`src/design/adc_scan_pkg.sv`:
```
package adc_scan_pkg;

    // ------------------------------------------------------------
    // Special function register addresses
    // ------------------------------------------------------------
    localparam logic [7:0] ADDR_CONTROL     = 8'hD7;
    localparam logic [7:0] ADDR_SCAN_SELECT = 8'hE7;
    localparam logic [7:0] ADDR_PORT        = 8'hC7;
    localparam logic [7:0] ADDR_RESULT_LOW0 = 8'hE8;
    localparam logic [7:0] ADDR_RESULT_HIGH = 8'hDF;

    // ------------------------------------------------------------
    // Control register fields and reset values
    // ------------------------------------------------------------
    localparam int BIT_PRESCALE_HI = 7;
    localparam int BIT_PRESCALE_LO = 6;
    localparam int BIT_RESERVED    = 5;
    localparam int BIT_DONE        = 4;
    localparam int BIT_START       = 3;
    localparam int BIT_CONTINUOUS  = 2;
    localparam int BIT_RISE_EN     = 1;
    localparam int BIT_FALL_EN     = 0;

    localparam logic [7:0] CONTROL_RESET     = 8'h00;
    localparam logic [7:0] SCAN_SELECT_RESET = 8'h00;

    // ------------------------------------------------------------
    // Converter geometry and timing
    // ------------------------------------------------------------
    localparam int         CHANNELS       = 8;
    localparam int         RESULT_BITS    = 10;
    localparam logic [3:0] SAMPLE_PERIODS = 4'h2;
    localparam logic [3:0] TOP_BIT        = 4'h9;
    localparam int         MC_CLKS        = 12;

    typedef enum logic [2:0] {
        SCAN_IDLE = 3'b001,
        SCAN_CONV = 3'b010,
        SCAN_GAP  = 3'b100
    } scan_state_t;

    typedef enum logic [3:0] {
        SAR_IDLE   = 4'b0001,
        SAR_SAMPLE = 4'b0010,
        SAR_BITS   = 4'b0100,
        SAR_STORE  = 4'b1000
    } sar_state_t;

endpackage : adc_scan_pkg

```
`src/design/sync_edge.sv`:
```
`timescale 1ns/1ps
module sync_edge #(
    parameter int W = 1
) (
    input  wire logic         clock_i,
    input  wire logic         rst_b_i,
    input  wire logic [W-1:0] din_i,
    output logic      [W-1:0] q_o,
    output logic      [W-1:0] rise_o,
    output logic      [W-1:0] fall_o
);

    typedef struct packed {
        logic [W-1:0] s1;
        logic [W-1:0] s2;
        logic [W-1:0] s3;
    } sync_t;

    sync_t r;
    sync_t next_r;

    // First stage feeds only the second stage
    always_comb begin
        next_r    = r;
        next_r.s1 = din_i;
        next_r.s2 = r.s1;
        next_r.s3 = r.s2;
    end

    always_ff @(posedge clock_i or negedge rst_b_i) begin
        if (!rst_b_i) begin
            r <= '0;
        end else begin
            r <= next_r;
        end
    end

    assign q_o    = r.s2;
    assign rise_o = r.s2 & ~r.s3;
    assign fall_o = ~r.s2 & r.s3;

endmodule : sync_edge

```
`src/design/sar_engine.sv`:
```
`timescale 1ns/1ps
module sar_engine (
    input  wire logic       clock_i,
    input  wire logic       rst_b_i,
    input  wire logic       mc_en_i,
    input  wire logic [2:0] period_i,
    input  wire logic       start_i,
    input  wire logic       abort_i,
    input  wire logic       comp_i,
    output logic            busy_o,
    output logic            done_o,
    output logic      [9:0] result_o,
    output logic      [9:0] dac_code_o,
    output logic            sample_o
);

    typedef struct packed {
        adc_scan_pkg::sar_state_t st;
        logic [2:0]               cnt;
        logic [3:0]               bitn;
        logic [9:0]               code;
        logic [9:0]               result;
        logic                     done;
    } sar_t;

    sar_t       r;
    sar_t       next_r;
    logic       period_end;
    logic [3:0] lower_bit;

    assign period_end = mc_en_i && (r.cnt == period_i - 3'h1);
    assign lower_bit  = r.bitn - 4'h1;

    // ------------------------------------------------------------
    // Sample, ten bit trials, store: 2 + 10 periods of m/2 plus one
    // ------------------------------------------------------------
    always_comb begin
        next_r      = r;
        next_r.done = 1'b0;
        if (mc_en_i && r.st != adc_scan_pkg::SAR_IDLE) begin
            next_r.cnt = period_end ? 3'h0 : r.cnt + 3'h1;
        end
        if (abort_i) begin
            next_r.st   = adc_scan_pkg::SAR_IDLE;
            next_r.code = 10'h000;
        end else begin
            case (r.st)
                adc_scan_pkg::SAR_IDLE: begin
                    if (start_i) begin
                        next_r.st   = adc_scan_pkg::SAR_SAMPLE;
                        next_r.cnt  = 3'h0;
                        next_r.bitn = 4'h0;
                    end
                end
                adc_scan_pkg::SAR_SAMPLE: begin
                    if (period_end) begin
                        if (r.bitn == adc_scan_pkg::SAMPLE_PERIODS - 4'h1) begin
                            next_r.st   = adc_scan_pkg::SAR_BITS;
                            next_r.bitn = adc_scan_pkg::TOP_BIT;
                            next_r.code = 10'h200;
                        end else begin
                            next_r.bitn = r.bitn + 4'h1;
                        end
                    end
                end
                adc_scan_pkg::SAR_BITS: begin
                    if (period_end) begin
                        // Comparator low means the trial level overshot the input
                        if (!comp_i) begin
                            next_r.code[r.bitn] = 1'b0;
                        end
                        if (r.bitn == 4'h0) begin
                            next_r.st = adc_scan_pkg::SAR_STORE;
                        end else begin
                            next_r.code[lower_bit] = 1'b1;
                            next_r.bitn            = lower_bit;
                        end
                    end
                end
                adc_scan_pkg::SAR_STORE: begin
                    if (mc_en_i) begin
                        next_r.result = r.code;
                        next_r.done   = 1'b1;
                        next_r.st     = adc_scan_pkg::SAR_IDLE;
                    end
                end
                default: begin
                    next_r.st = adc_scan_pkg::SAR_IDLE;
                end
            endcase
        end
    end

    always_ff @(posedge clock_i or negedge rst_b_i) begin
        if (!rst_b_i) begin
            r <= '{st: adc_scan_pkg::SAR_IDLE, default: '0};
        end else begin
            r <= next_r;
        end
    end

    assign busy_o     = (r.st != adc_scan_pkg::SAR_IDLE);
    assign done_o     = r.done;
    assign result_o   = r.result;
    assign dac_code_o = r.code;
    assign sample_o   = (r.st == adc_scan_pkg::SAR_SAMPLE);

endmodule : sar_engine

```
`src/design/adc_autoscan_control.sv`:
```
// Operation
// - Ten-bit successive approximation on eight inputs
// - Per-channel result buffer written after conversion
// - Low bytes per channel, high bits shared
// - Prescaler divides by 2, 4, 6, 8
// - Done flag set after each complete loop
// - Interrupt request while flag and enable
// - Only written zero clears the done flag
// - Start bit set starts the scan
// - Continuous mode keeps start bit, repeats loop
// - One-time mode clears start bit at end
// - Start requests ignored while start bit set
// - Clearing start bit aborts running conversion
// - Scan-mode bit picks continuous or single pass
// - Enabled rising trigger edge starts, captures
// - Enabled falling trigger edge starts, captures
// - Reset clears the control register
// - Any subset of one to eight inputs
// - Port register returns digital pin levels
// - No selected channel refuses every start
// - Loop starts at lowest selected channel
// - Low-byte read latches that channel's high bits
// - Conversion takes six m plus one cycles
`timescale 1ns/1ps
module adc_autoscan_control #(
    parameter int MC_CLKS = adc_scan_pkg::MC_CLKS
) (
    input  wire logic       clock_i,
    input  wire logic       rst_b_i,
    input  wire logic [7:0] sfr_addr_i,
    input  wire logic       sfr_wr_i,
    input  wire logic       sfr_rd_i,
    input  wire logic [7:0] sfr_wdata_i,
    output logic      [7:0] sfr_rdata_o,
    input  wire logic       irq_en_i,
    output logic            irq_o,
    input  wire logic       external_trigger_in_i,
    output logic            capture_o,
    input  wire logic [7:0] shared_input_port_i,
    input  wire logic       comp_i,
    output logic      [9:0] dac_code_o,
    output logic      [2:0] mux_sel_o,
    output logic            sample_o
);

    // Comparator passes two sync stages, so the shortest bit period needs three clocks
    if (MC_CLKS < 3 || MC_CLKS > 16) begin : g_bad_mc
        $error("MC_CLKS must lie between 3 and 16");
    end

    // ------------------------------------------------------------
    // State
    // ------------------------------------------------------------
    typedef struct packed {
        adc_scan_pkg::scan_state_t st;
        logic [1:0]                prescale;
        logic                      done_flag;
        logic                      start_status;
        logic                      continuous_scan_sel;
        logic                      trigger_rise_en;
        logic                      trigger_fall_en;
        logic [7:0]                scan_select;
        logic [7:0]                loop_mask;
        logic [2:0]                chan;
        logic [3:0]                mc_div;
        logic [2:0]                gap;
        logic                      sar_start;
        logic                      sar_abort;
        logic [7:0][9:0]           results;
        logic [1:0]                high_latch;
        logic [7:0]                rdata;
        logic                      capture;
        logic [7:0]                conv_mc;
    } ctl_t;

    ctl_t       r;
    ctl_t       next_r;

    logic       trig_rise;
    logic       trig_fall;
    logic       comp_s;
    logic [7:0] port_s;
    logic       mc_en;
    logic [2:0] period;
    logic       sar_busy;
    logic       sar_done;
    logic [9:0] sar_result;
    logic       ctl_wr;
    logic       hw_start;
    logic       start_req;
    logic [3:0] first_ch;
    logic [3:0] next_ch;

    // Returns {found, index} of the lowest set bit at or above from
    function automatic logic [3:0] lowest_from(input logic [7:0] mask, input logic [3:0] from);
        logic [3:0] res;
        res = 4'h0;
        for (int i = 7; i >= 0; i--) begin
            if (mask[i] && 4'(i) >= from) begin
                res = {1'b1, 3'(i)};
            end
        end
        return res;
    endfunction : lowest_from

    // ------------------------------------------------------------
    // Pin synchronisers and converter core
    // ------------------------------------------------------------
    sync_edge #(.W(1)) u_trig_sync (
        .clock_i (clock_i),
        .rst_b_i (rst_b_i),
        .din_i   (external_trigger_in_i),
        .q_o     (),
        .rise_o  (trig_rise),
        .fall_o  (trig_fall)
    );

    sync_edge #(.W(1)) u_comp_sync (
        .clock_i (clock_i),
        .rst_b_i (rst_b_i),
        .din_i   (comp_i),
        .q_o     (comp_s),
        .rise_o  (),
        .fall_o  ()
    );

    sync_edge #(.W(8)) u_port_sync (
        .clock_i (clock_i),
        .rst_b_i (rst_b_i),
        .din_i   (shared_input_port_i),
        .q_o     (port_s),
        .rise_o  (),
        .fall_o  ()
    );

    sar_engine u_sar (
        .clock_i    (clock_i),
        .rst_b_i    (rst_b_i),
        .mc_en_i    (mc_en),
        .period_i   (period),
        .start_i    (r.sar_start),
        .abort_i    (r.sar_abort),
        .comp_i     (comp_s),
        .busy_o     (sar_busy),
        .done_o     (sar_done),
        .result_o   (sar_result),
        .dac_code_o (dac_code_o),
        .sample_o   (sample_o)
    );

    // ------------------------------------------------------------
    // Decode
    // ------------------------------------------------------------
    assign mc_en     = (r.mc_div == 4'(MC_CLKS - 1));
    assign period    = {1'b0, r.prescale} + 3'h1;
    assign ctl_wr    = sfr_wr_i && (sfr_addr_i == adc_scan_pkg::ADDR_CONTROL);
    assign hw_start  = (trig_rise && r.trigger_rise_en) || (trig_fall && r.trigger_fall_en);
    assign start_req = (ctl_wr && sfr_wdata_i[adc_scan_pkg::BIT_START]) || hw_start;
    assign first_ch  = lowest_from(r.scan_select, 4'h0);
    assign next_ch   = lowest_from(r.loop_mask, {1'b0, r.chan} + 4'h1);

    always_comb begin
        next_r           = r;
        next_r.sar_start = 1'b0;
        next_r.sar_abort = 1'b0;
        next_r.capture   = hw_start;
        next_r.mc_div    = mc_en ? 4'h0 : r.mc_div + 4'h1;

        if (r.sar_start) begin
            next_r.conv_mc = 8'h00;
        end else if (mc_en && sar_busy) begin
            next_r.conv_mc = r.conv_mc + 8'h01;
        end

        // Reserved bit is not stored, so it always reads zero
        if (ctl_wr) begin
            next_r.prescale            = sfr_wdata_i[adc_scan_pkg::BIT_PRESCALE_HI:adc_scan_pkg::BIT_PRESCALE_LO];
            next_r.continuous_scan_sel = sfr_wdata_i[adc_scan_pkg::BIT_CONTINUOUS];
            next_r.trigger_rise_en     = sfr_wdata_i[adc_scan_pkg::BIT_RISE_EN];
            next_r.trigger_fall_en     = sfr_wdata_i[adc_scan_pkg::BIT_FALL_EN];
            if (!sfr_wdata_i[adc_scan_pkg::BIT_DONE]) begin
                next_r.done_flag = 1'b0;
            end
        end
        if (sfr_wr_i && sfr_addr_i == adc_scan_pkg::ADDR_SCAN_SELECT) begin
            next_r.scan_select = sfr_wdata_i;
        end

        // --------------------------------------------------------
        // Scan sequencer; a new scan select applies from the next loop
        // --------------------------------------------------------
        case (r.st)
            adc_scan_pkg::SCAN_IDLE: begin
            end
            adc_scan_pkg::SCAN_CONV: begin
                if (sar_done) begin
                    next_r.results[r.chan] = sar_result;
                    next_r.gap             = 3'((period << 1) - 3'h1);
                    if (next_ch[3]) begin
                        next_r.chan = next_ch[2:0];
                        next_r.st   = adc_scan_pkg::SCAN_GAP;
                    end else begin
                        next_r.done_flag = 1'b1;
                        if (r.continuous_scan_sel && first_ch[3]) begin
                            next_r.loop_mask = r.scan_select;
                            next_r.chan      = first_ch[2:0];
                            next_r.st        = adc_scan_pkg::SCAN_GAP;
                        end else begin
                            next_r.start_status = 1'b0;
                            next_r.st           = adc_scan_pkg::SCAN_IDLE;
                        end
                    end
                end
            end
            adc_scan_pkg::SCAN_GAP: begin
                // Channel switch time pads each slot to seven m cycles
                if (mc_en) begin
                    if (r.gap == 3'h1) begin
                        next_r.st        = adc_scan_pkg::SCAN_CONV;
                        next_r.sar_start = 1'b1;
                    end else begin
                        next_r.gap = r.gap - 3'h1;
                    end
                end
            end
            default: begin
                next_r.st = adc_scan_pkg::SCAN_IDLE;
            end
        endcase

        // --------------------------------------------------------
        // Start and abort take priority over the sequencer
        // --------------------------------------------------------
        if (!r.start_status) begin
            if (start_req && r.scan_select != 8'h00) begin
                next_r.start_status = 1'b1;
                next_r.loop_mask    = r.scan_select;
                next_r.chan         = first_ch[2:0];
                next_r.st           = adc_scan_pkg::SCAN_CONV;
                next_r.sar_start    = 1'b1;
            end
        end else if (ctl_wr && !sfr_wdata_i[adc_scan_pkg::BIT_START]) begin
            next_r.start_status = 1'b0;
            next_r.st           = adc_scan_pkg::SCAN_IDLE;
            next_r.sar_abort    = 1'b1;
        end

        // --------------------------------------------------------
        // Register reads, answered one cycle later
        // --------------------------------------------------------
        if (sfr_rd_i) begin
            if (sfr_addr_i[7:3] == adc_scan_pkg::ADDR_RESULT_LOW0[7:3]) begin
                next_r.rdata      = r.results[sfr_addr_i[2:0]][7:0];
                next_r.high_latch = r.results[sfr_addr_i[2:0]][9:8];
            end else begin
                case (sfr_addr_i)
                    adc_scan_pkg::ADDR_CONTROL:     next_r.rdata = {r.prescale, 1'b0, r.done_flag, r.start_status,
                                                                    r.continuous_scan_sel, r.trigger_rise_en,
                                                                    r.trigger_fall_en};
                    adc_scan_pkg::ADDR_SCAN_SELECT: next_r.rdata = r.scan_select;
                    adc_scan_pkg::ADDR_PORT:        next_r.rdata = port_s;
                    adc_scan_pkg::ADDR_RESULT_HIGH: next_r.rdata = {6'h00, r.high_latch};
                    default:                        next_r.rdata = 8'h00;
                endcase
            end
        end
    end

    always_ff @(posedge clock_i or negedge rst_b_i) begin
        if (!rst_b_i) begin
            r <= '{st: adc_scan_pkg::SCAN_IDLE, default: '0};
        end else begin
            r <= next_r;
        end
    end

    assign sfr_rdata_o = r.rdata;
    assign irq_o       = r.done_flag && irq_en_i;
    assign capture_o   = r.capture;
    assign mux_sel_o   = r.chan;
endmodule : adc_autoscan_control

```
`config.mk`:
```
export PLATFORM = sky130hd
export DESIGN_NAME = adc_autoscan_control
export DESIGN_NICKNAME = d
export VERILOG_FILES = /design/src/design/adc_scan_pkg.sv /design/src/design/sync_edge.sv /design/src/design/sar_engine.sv /design/src/design/adc_autoscan_control.sv
export SDC_FILE = /design/constraint.sdc
export NUM_CORES = 1
export LEC_CHECK = 0
export BUFFER_PORTS_ARGS = -buffer_cell sky130_fd_sc_hd__buf_4
export CAP_MARGIN = 20
export CORE_MARGIN = 2
export CORE_UTILIZATION = 55
export CTS_BUF_LIST = sky130_fd_sc_hd__clkbuf_8
export DETAILED_ROUTE_END_ITERATION = 8
export PLACE_DENSITY_LB_ADDON = 0.25
export SLEW_MARGIN = 25
export SYNTH_ARGS = -nofsm -noshare
export SYNTH_HDL_FRONTEND = slang
export SYNTH_SLANG_ARGS = --single-unit
```
`constraint.sdc`:
```
create_clock -name clock_i -period 2.94 [get_ports clock_i]
set_input_delay 0.147 -clock clock_i [delete_from_list [all_inputs] [get_ports clock_i]]
set_output_delay 0.147 -clock clock_i [all_outputs]
set_load 0.1 [all_outputs]
```
==> impl_metrics.json, run 1 <==
{
  "outcome": "finished, final reports clean",
  "io_pins": 55,
  "rows": 45,
  "die_h_um": 129,
  "peakVddDrop_mv": 0.336,
  "synthArstFlopShare": 1.00,
  "yosys-top-cells-area": "dfrtp_1, mux2_2, mux4_2, a21oi_1, buf_4",
  "cts_buffers": 17,
  "syn_avg_cell_area_um2": 12.3,
  "cp-start-kind": "flop",
  "worst_pin_slew_ps": 703,
  "syn_area_um2": 8640,
  "arrival_ps": 3150,
  "die_area_um2": 16700,
  "synth_nets": 739,
  "grt-ovfl-total": 0,
  "place_ws_ps": 49.4,
  "clock_latency_ps": 470,
  "htreeDepth": 4,
  "ant_nets": 0,
  "cts_tree": "done",
  "post-route-period-util": 0.951,
  "hp-class": "input port to flop",
  "fin_ws_ps": 143,
  "synth-edff-count": 0,
  "grtUsageTotal": 0.248,
  "slowest_delay_ps": 400,
  "place.gp.congestion": 0.888,
  "drtPass1Iterations": 5,
  "yosysSeqAreaShare": 0.527,
  "final_cell_count_no_fill": 1001,
  "wirelength_mm": 19.5,
  "synth_top_area_frac": 0.521,
  "io_buffer_count": 54,
  "synth_ff_type": "dfrtp_1",
  "wl_met2_mm": 9.57,
  "cp_slowest_cell": "or3_4",
  "cap_violations": 0,
  "grt_pass1_vias": 5986,
  "dp_hpwl_mm": 13.3,
  "dp.cells": 947,
  "pwr-share-comb": 0.113,
  "final_util": 0.652,
  "final_max_slew_viol_count": 0,
  "yosysMostFrequentCell": "dfrtp_1",
  "cp.required_ps": 3300,
  "clock_path_buffers": 2,
  "route.met3.wl_um": 734,
  "route.vias.total": 6008,
  "grt_pass1_wl_mm": 31.6,
  "leakagePower_uw": 0.00464,
  "avgViaCountPerCell": 6.00,
  "fmax_mhz": 358,
  "synthCells": 701,
  "drt-wirelength-per-cell_um": 19.4,
  "ys_types": 67,
  "die_w_um": 129,
  "clk_pin_slew_worst_paths_ps": 100,
  "cts_resized": 0,
  "p_sw_frac": 0.274,
  "cts_sinks": 182,
  "route.top_layer_used": "met4",
  "synth_common_cells": "dfrtp_1, mux2_2, nand2_1, nor2_1, a21oi_1",
  "areaGrowthSynthToFinish_pct": 15.0,
  "rsz0062_at_grt": "no",
  "synth_top_area_cell": "dfrtp_1",
  "min_period_ps": 2800,
  "p_switching_uw": 1360,
  "initialDrtViolationCount": 487,
  "clockRootBuffer": "clkbuf_8",
  "rrSetupSlack_ps": 140,
  "total_power_uw": 4970,
  "finalSetupTns_ps": 0,
  "worstPathMaxFanout": 9,
  "antenna_found_initial": 0,
  "slew_headroom": 0.530,
  "core-area_um2": 15300,
  "crit_type": "flop to flop",
  "synth_warnings": 0,
  "drc": 0,
  "drive_gt1_frac": 0.346,
  "skew_ps": 16.1,
  "hold_violations": 0,
  "endpoint_kind": "flop",
  "p_seq_frac": 0.523,
  "diodes": 0,
  "p_per_area_nw_per_um2": 500,
  "grt_max_degree": 84,
  "initial_core_util": 0.566,
  "setup_viol": 0,
  "crit_chain": "ha_1, and4b_1, nor4_2, o211ai_1, or3_4, o31ai_4, buf_12, mux2_2",
  "drt-met1-wl_mm": 8.77,
  "clkPwrFrac": 0.364,
  "synth-seq-cells": 182,
  "nNetsFinal": 815,
  "internal-power_uw": 3610
}
-- logic make-up (layout without fill, tap and decap cells) --
family                   Yosys count  in the layout  share of synthesized area
flip-flops                       182            182                      0.527
AND/OR/NAND/NOR                  175            175                      0.109
multiplexers                     146            146                      0.215
AO/OA/AOI/OAI                    128            128                     0.0982
buffers and inverters             57            146                     0.0342
adder cells (fa/ha/maj)            7              7                     0.0101
XOR/XNOR                           6              6                    0.00608
-- timing repair --
item | 4_1_cts | 5_1_grt
setup buffers | 0 | 2
endpoints found under the setup margin | 0 | 8
hold endpoints to repair | 91 | 0
hold buffers | 20 | 0
-- metrics by stage --
stage,instance area [µm²],hold slack (ps)
2_1_floorplan,8640,-149
3_3_place_gp,9290,174
5_1_grt,9940,78.2
6_report,9940,76.0
4_1_cts,9910,48.9
3_5_place_dp,9290,174
-- per-layer routing --
metal / vias up / global-route usage
met2: 148 / 0.398
met4: 0 / 0.0863
met5: - / 0
met3: 35 / 0.0442
li1: 2730 / -
met1: 3095 / 0.344
-- flip-flops by register name, summed over array words and instances, names as in the netlist, 3 cells and up --
| signal | flops |
|---|---|
| mux_sel_o | 3 |
| r | 117 |
| sfr_rdata_o | 8 |
| u_port_sync.next_r | 8 |
| u_port_sync.q_o | 8 |
| u_sar.dac_code_o | 10 |
| u_sar.r | 11 |
| u_sar.result_o | 10 |
-- layout by cell type (no fill, tap or decap), types with 4 or more instances in the layout --
cell,n
dfrtp_1,180
mux2_2,116
buf_4,80
nand2_1,40
nor2_1,40
a21oi_1,37
o21ai_0,31
mux4_2,20
dlygate4sd3_1,20
clkbuf_8,17
nor2b_1,16
nor3_1,13
nand3_1,11
inv_1,10
nand2b_1,8
mux2i_1,8
a211oi_1,7
ha_1,7
xnor2_1,6
nor3b_1,5
a22o_1,5
a222oi_1,5
inv_6,5
or2_2,4
and2_1,4
and4b_1,4
a21o_1,4
-- final cells by class --
cell class | count | area [µm²]
multi-input combinational | 462 | 3800
inverter | 11 | 41.3
clock inverter | 15 | 190
clock buffer | 17 | 234
fill | 1128 | 5320
sequential | 182 | 4560
timing repair buffer | 103 | 852
tap | 211 | 264
-- worst max-delay path, delay by kind of cell (launching register included) --
kind,cells,cell delay (ps)
AO/OA/AOI/OAI,2,500
AND/OR/NAND/NOR,3,990
buffers and inverters,1,160
multiplexers,1,330
flip-flops,1,390
adder cells (fa/ha/maj),1,300
-- worst paths after layout --
path / startpoint / to / cells after the start
worst min-delay path: sfr_addr_i[3] / r[17] / 3
worst min register to register: u_comp_sync.next_r[1] / u_comp_sync.q_o / 0
max in group asynchronous: rst_b_i / u_sar.r[28] / 3
worst max register to register: mux_sel_o[0] / r[113] / 8
min in group asynchronous: rst_b_i / r[105] / 2
worst max-delay path: mux_sel_o[0] / r[113] / 8
-- power groups by stage --
stage / logic (µW) / clock network, µW / registers (µW)
finish: 564 / 1810 / 2600
detailed placement: 541 / 0 / 2650
global placement: 530 / 0 / 2640
floorplan: 371 / 0 / 2640
CTS: 564 / 1850 / 2600
global route: 613 / 1970 / 2610
Power figures use the tool's default switching activity.
==> inputs of run 2 (changes only) <==
--- a/config.mk
+++ b/config.mk
@@ -9,4 +9,6 @@
 export CAP_MARGIN = 20
+export CELL_PAD_IN_SITES_DETAIL_PLACEMENT = 1
+export CELL_PAD_IN_SITES_GLOBAL_PLACEMENT = 1
 export CORE_MARGIN = 2
-export CORE_UTILIZATION = 55
+export CORE_UTILIZATION = 52
 export CTS_BUF_LIST = sky130_fd_sc_hd__clkbuf_8
@@ -14,2 +16,3 @@
 export PLACE_DENSITY_LB_ADDON = 0.25
+export REMOVE_ABC_BUFFERS = 1
 export SLEW_MARGIN = 25
--- a/constraint.sdc
+++ b/constraint.sdc
@@ -3,2 +3,2 @@
 set_output_delay 0.147 -clock clock_i [all_outputs]
-set_load 0.1 [all_outputs]
+set_load 0.05 [all_outputs]
==> impl_metrics.json, run 2 (synthesized netlist as in run 1, its figures left out) <==
{
  "drt-wirelength-per-cell_um": 22.9,
  "grt_pass1_vias": 6841,
  "p_switching_uw": 1390,
  "cap_violations": 0,
  "layout_common_cells": "dfrtp_1, mux2_2, buf_4",
  "avgViaCountPerCell": 6.10,
  "wirelength_mm": 23.1,
  "cp-start-kind": "flop",
  "setup_viol": 0,
  "skew_ps": 26.5,
  "finalSetupTns_ps": 0,
  "grtUsageTotal": 0.277,
  "layout.cells.most_common": "dfrtp_1",
  "pwr-share-comb": 0.108,
  "core-area_um2": 16400,
  "slew_headroom": 0.489,
  "worst_pin_slew_ps": 764,
  "clkPwrFrac": 0.359,
  "nNetsFinal": 816,
  "die_w_um": 133,
  "cts_sinks": 182,
  "drc": 0,
  "io_buffer_count": 54,
  "dp_hpwl_mm": 15.6,
  "cts_buffers": 17,
  "grt_max_degree": 79,
  "largestRegisters": "r: 117 flops, u_sar.r: 11 flops",
  "worstPathMaxFanout": 9,
  "diodes": 0,
  "p_seq_frac": 0.534,
  "hold_violations": 0,
  "antenna_found_initial": 0,
  "clock_latency_ps": 480,
  "peakVddDrop_mv": 0.342,
  "drive_gt1_frac": 0.348,
  "areaGrowthSynthToFinish_pct": 15.1,
  "die_area_um2": 17700,
  "final_cell_count_no_fill": 1011,
  "cts_tree": "done",
  "p_sw_frac": 0.285,
  "min_period_ps": 2770,
  "rsz0062_at_grt": "no",
  "ant_nets": 0,
  "post-route-period-util": 0.942,
  "initialDrtViolationCount": 406,
  "rows": 47,
  "crit_type": "flop to flop",
  "drtPass1Iterations": 6,
  "place.gp.congestion": 0.853,
  "grt_pass1_wl_mm": 37.4,
  "placed_cell_area_um2": 9300,
  "clock_path_buffers": 2,
  "top_register": "r",
  "nFillCells": 1629,
  "largest_reg_flops": 117,
  "die_h_um": 133,
  "endpoint_kind": "flop",
  "initial_core_util": 0.527,
  "dp.cells": 956,
  "outcome": "finished, final reports clean",
  "fmax_mhz": 361,
  "final_max_slew_viol_count": 0,
  "arrival_ps": 3130,
  "internal-power_uw": 3490,
  "clk_pin_slew_worst_paths_ps": 90,
  "route.vias.total": 6166,
  "finalInstanceArea_um2": 9950,
  "p_per_area_nw_per_um2": 491,
  "io_pins": 55,
  "cp.required_ps": 3300,
  "hp-class": "input port to flop",
  "final_util": 0.606,
  "grt-ovfl-total": 0,
  "leakagePower_uw": 0.00464,
  "htreeDepth": 4,
  "clockRootBuffer": "clkbuf_8"
}
==> run 2: worst max-delay path, stage by stage (launching register included) <==
cell and delay [ps]:
dfrtp_1 410, ha_2 240, and4b_1 220, nor4_2 330
o211ai_1 210, or3_4 400, o31ai_4 340, buf_12 170
mux2_2 330
==> run 2: what timing repair did <==
action	4_1_cts	5_1_grt
hold endpoints to repair	101	0
setup endpoints to repair	8	8
buffers inserted	3	0
hold buffers	20	0
pin swaps	1	0
gates resized for setup	0	1
==> run 2: power groups by stage <==
stage | Sequential [µW] | Combinational, µW | Clock [µW]
2_1_floorplan | 2710 | 203 | 0
3_3_place_gp | 2650 | 470 | 0
3_5_place_dp | 2650 | 494 | 0
4_1_cts | 2600 | 520 | 1770
5_1_grt | 2610 | 576 | 1890
6_report | 2610 | 526 | 1750
==> run 2: stage by stage <==
step           total power, µW  hold slack, ps  setup WS (ps)
4_1_cts                   4890            68.8            133
6_report                  4880            96.3            169
3_5_place_dp              3150             250          -6.94
2_1_floorplan             2910            -149           -115
3_3_place_gp              3120             219            157
5_1_grt                   5070            83.7           40.7
==> run 2: cell type report <==
type | count | area, µm² | area share
multi-input combinational | 462 | 3810 | 0.383
sequential | 182 | 4560 | 0.458
clock inverter | 14 | 159 | 0.0160
inverter | 11 | 41.3 | 0.00415
tap | 220 | 275 | 0.0277
timing repair buffer | 104 | 860 | 0.0864
clock buffer | 18 | 248 | 0.0249
==> run 2: per-layer routing <==
metal / GRT usage / vias up / wire [µm] / part of all wire
li1: - / 2737 / - / -
met3: 0.0540 / 52 / 831 / 0.036
met1: 0.338 / 3223 / 9530 / 0.41
met4: 0.112 / 0 / 690 / 0.030
met5: 0 / - / 0 / 0
met2: 0.482 / 154 / 12100 / 0.52
==> run 2: final timing paths <==
path                                        from                 end  cells past startpoint  slack [ps]
hold / removal                          sfr_wr_i               r[99]                      4         100
max in group asynchronous                rst_b_i               r[71]                      3        1740
setup reg to reg                    mux_sel_o[0]              r[111]                      8         170
setup / recovery                    mux_sel_o[0]              r[111]                      8         170
min in group asynchronous                rst_b_i   u_sar.result_o[7]                      2         280
hold reg to reg            u_port_sync.next_r[8]  u_port_sync.q_o[0]                      0         360
==> inputs of run 3 (changes only) <==
BUFFER_PORTS_ARGS = -buffer_cell sky130_fd_sc_hd__buf_2   (was -buffer_cell sky130_fd_sc_hd__buf_4)
PLACE_DENSITY = 0.93   (was default)
PLACE_DENSITY_LB_ADDON = default   (was 0.25)
clock period = 2.65 ns   (was 2.94 ns; I/O delays follow)
==> impl_metrics.json, run 3 (synthesized netlist as in run 1, its figures left out) <==
{
  "outcome": "finished, violations left",
  "failed_checks": "negative setup slack",
  "grtUsageTotal": 0.333,
  "setup_viol": 8,
  "grt_pass1_vias": 7325,
  "final_max_slew_viol_count": 0,
  "die_h_um": 133,
  "timing.critical_path.buf_inv": 1,
  "route.vias.total": 6779,
  "placed_cell_area_um2": 9290,
  "dp_hpwl_mm": 17.2,
  "crit_type": "flop to flop",
  "pwr-share-comb": 0.112,
  "largestRegisters": "r: 117 flops, u_sar.r: 11 flops",
  "worstPathMaxFanout": 6,
  "worst_pin_slew_ps": 699,
  "place_ws_ps": -39.1,
  "cts_sinks": 182,
  "fin_ws_ps": -101,
  "clock_latency_ps": 510,
  "cts_buffers": 17,
  "skew_ps": 32.4,
  "largest_reg_flops": 117,
  "initialDrtViolationCount": 734,
  "slew_headroom": 0.533,
  "cap_violations": 0,
  "drtPass1Iterations": 5,
  "core-area_um2": 16400,
  "peakVddDrop_mv": 0.414,
  "rsz0062_at_grt": "yes",
  "rows": 47,
  "nFillCells": 1645,
  "initial_core_util": 0.527,
  "cp_slowest_cell": "or3_4",
  "antenna_found_initial": 0,
  "crit_chain": "ha_2, and4b_1, nor4_4, o211ai_1, or3_4, o31ai_4, buf_6, mux2_4",
  "areaGrowthSynthToFinish_pct": 16.3,
  "io_buffer_count": 54,
  "cp-start-kind": "flop",
  "drc": 0,
  "grt_pass1_wl_mm": 44.0,
  "p_per_area_nw_per_um2": 573,
  "p_sw_frac": 0.278,
  "finalInstanceArea_um2": 10100,
  "min_period_ps": 2750,
  "slowest_delay_ps": 440,
  "clk_pin_slew_worst_paths_ps": 100,
  "nNetsFinal": 829,
  "p_seq_frac": 0.502,
  "endpoint_kind": "flop",
  "multi_input_area_um2": 3890,
  "p_switching_uw": 1600,
  "grt-ovfl-total": 0,
  "avgViaCountPerCell": 6.62,
  "drive_gt1_frac": 0.369,
  "arrival_ps": 3130,
  "layout_common_cells": "dfrtp_1, mux2_2, buf_2",
  "grt_max_degree": 81,
  "htreeDepth": 4,
  "cts_tree": "done",
  "clkPwrFrac": 0.386,
  "die_w_um": 133,
  "drt-wirelength-per-cell_um": 27.9,
  "io_pins": 55,
  "post-route-period-util": 1.04,
  "die_area_um2": 17700,
  "fmax_mhz": 363,
  "critPathTopFamily": "simple AND/OR/NAND/NOR gates",
  "hp-class": "input port to flop",
  "ant_nets": 0,
  "leakagePower_uw": 0.00473,
  "clock_path_buffers": 2,
  "place.gp.congestion": 0.942,
  "layout.cells.most_common": "dfrtp_1",
  "clockRootBuffer": "clkbuf_8",
  "top_register": "r",
  "cp.required_ps": 3030,
  "diodes": 0,
  "wirelength_mm": 28.6,
  "seq_area_um2": 4560,
  "hold_violations": 0,
  "internal-power_uw": 4160
}
[run 3: layout make-up]
| class | instances | area share |
|---|---|---|
| clock inverter | 13 | 0.0193 |
| timing repair buffer | 117 | 0.0829 |
| sequential | 182 | 0.453 |
| tap | 220 | 0.0274 |
| clock buffer | 19 | 0.0260 |
| multi-input combinational | 462 | 0.387 |
| inverter | 11 | 0.00411 |
[run 3: what timing repair did]
| action | in CTS | in global routing |
|---|---|---|
| gates resized for setup | 6 | 18 |
| pin swaps | 2 | 5 |
| setup endpoints to repair | 11 | 16 |
| setup buffers | 1 | 2 |
| hold buffers | 19 | 0 |
| endpoints found under the hold margin | 79 | 0 |
[run 3: final timing paths]
path | end | cells after the start | from | slack (ps)
min | sfr_rdata_o[5] | 2 | sfr_rd_i | 50
max | r[115] | 8 | mux_sel_o[1] | -100
max in group asynchronous | r[134] | 3 | rst_b_i | 1480
min in group asynchronous | r[124] | 2 | rst_b_i | 150
min reg2reg | u_port_sync.q_o[3] | 0 | u_port_sync.next_r[11] | 360
max reg2reg | r[115] | 8 | mux_sel_o[1] | -100
[run 3: metal layers]
metal  up-vias  global-route usage  wire length, µm  share of wire
met3       134              0.0636             1670          0.058
li1       2757                   -                -              -
met2       376               0.585            14800           0.52
met1      3512               0.383            10500           0.37
met5         -                   0                0              0
met4         0               0.182             1630          0.057
[run 3: through the flow]
stage	utilization	power (µW)	std cells	TNS (ps)	hold slack, ps
2_1_floorplan	-	3230	655	-3810	-163
3_3_place_gp	0.566	3450	970	0	117
3_5_place_dp	0.566	3500	970	-177	148
4_1_cts	0.608	5680	1022	-12.8	30.7
5_1_grt	0.613	5930	1024	-1090	45.3
6_report	0.613	5760	1024	-679	46.2
[run 3: worst reg2reg max path: stages (launching register included)]
cell and delay [ps]:
dfrtp_1 430, ha_2 220, and4b_1 220, nor4_4 320
o211ai_1 180, or3_4 440, o31ai_4 340, buf_6 190
mux2_4 310
[run 3: power by group through the flow]
stage	combinational, µW	sequential [µW]	clock [µW]
after floorplan	226	3000	0
after global placement	527	2930	0
after detailed placement	563	2930	0
after CTS	608	2880	2190
after global routing	693	2900	2350
final	643	2890	2220
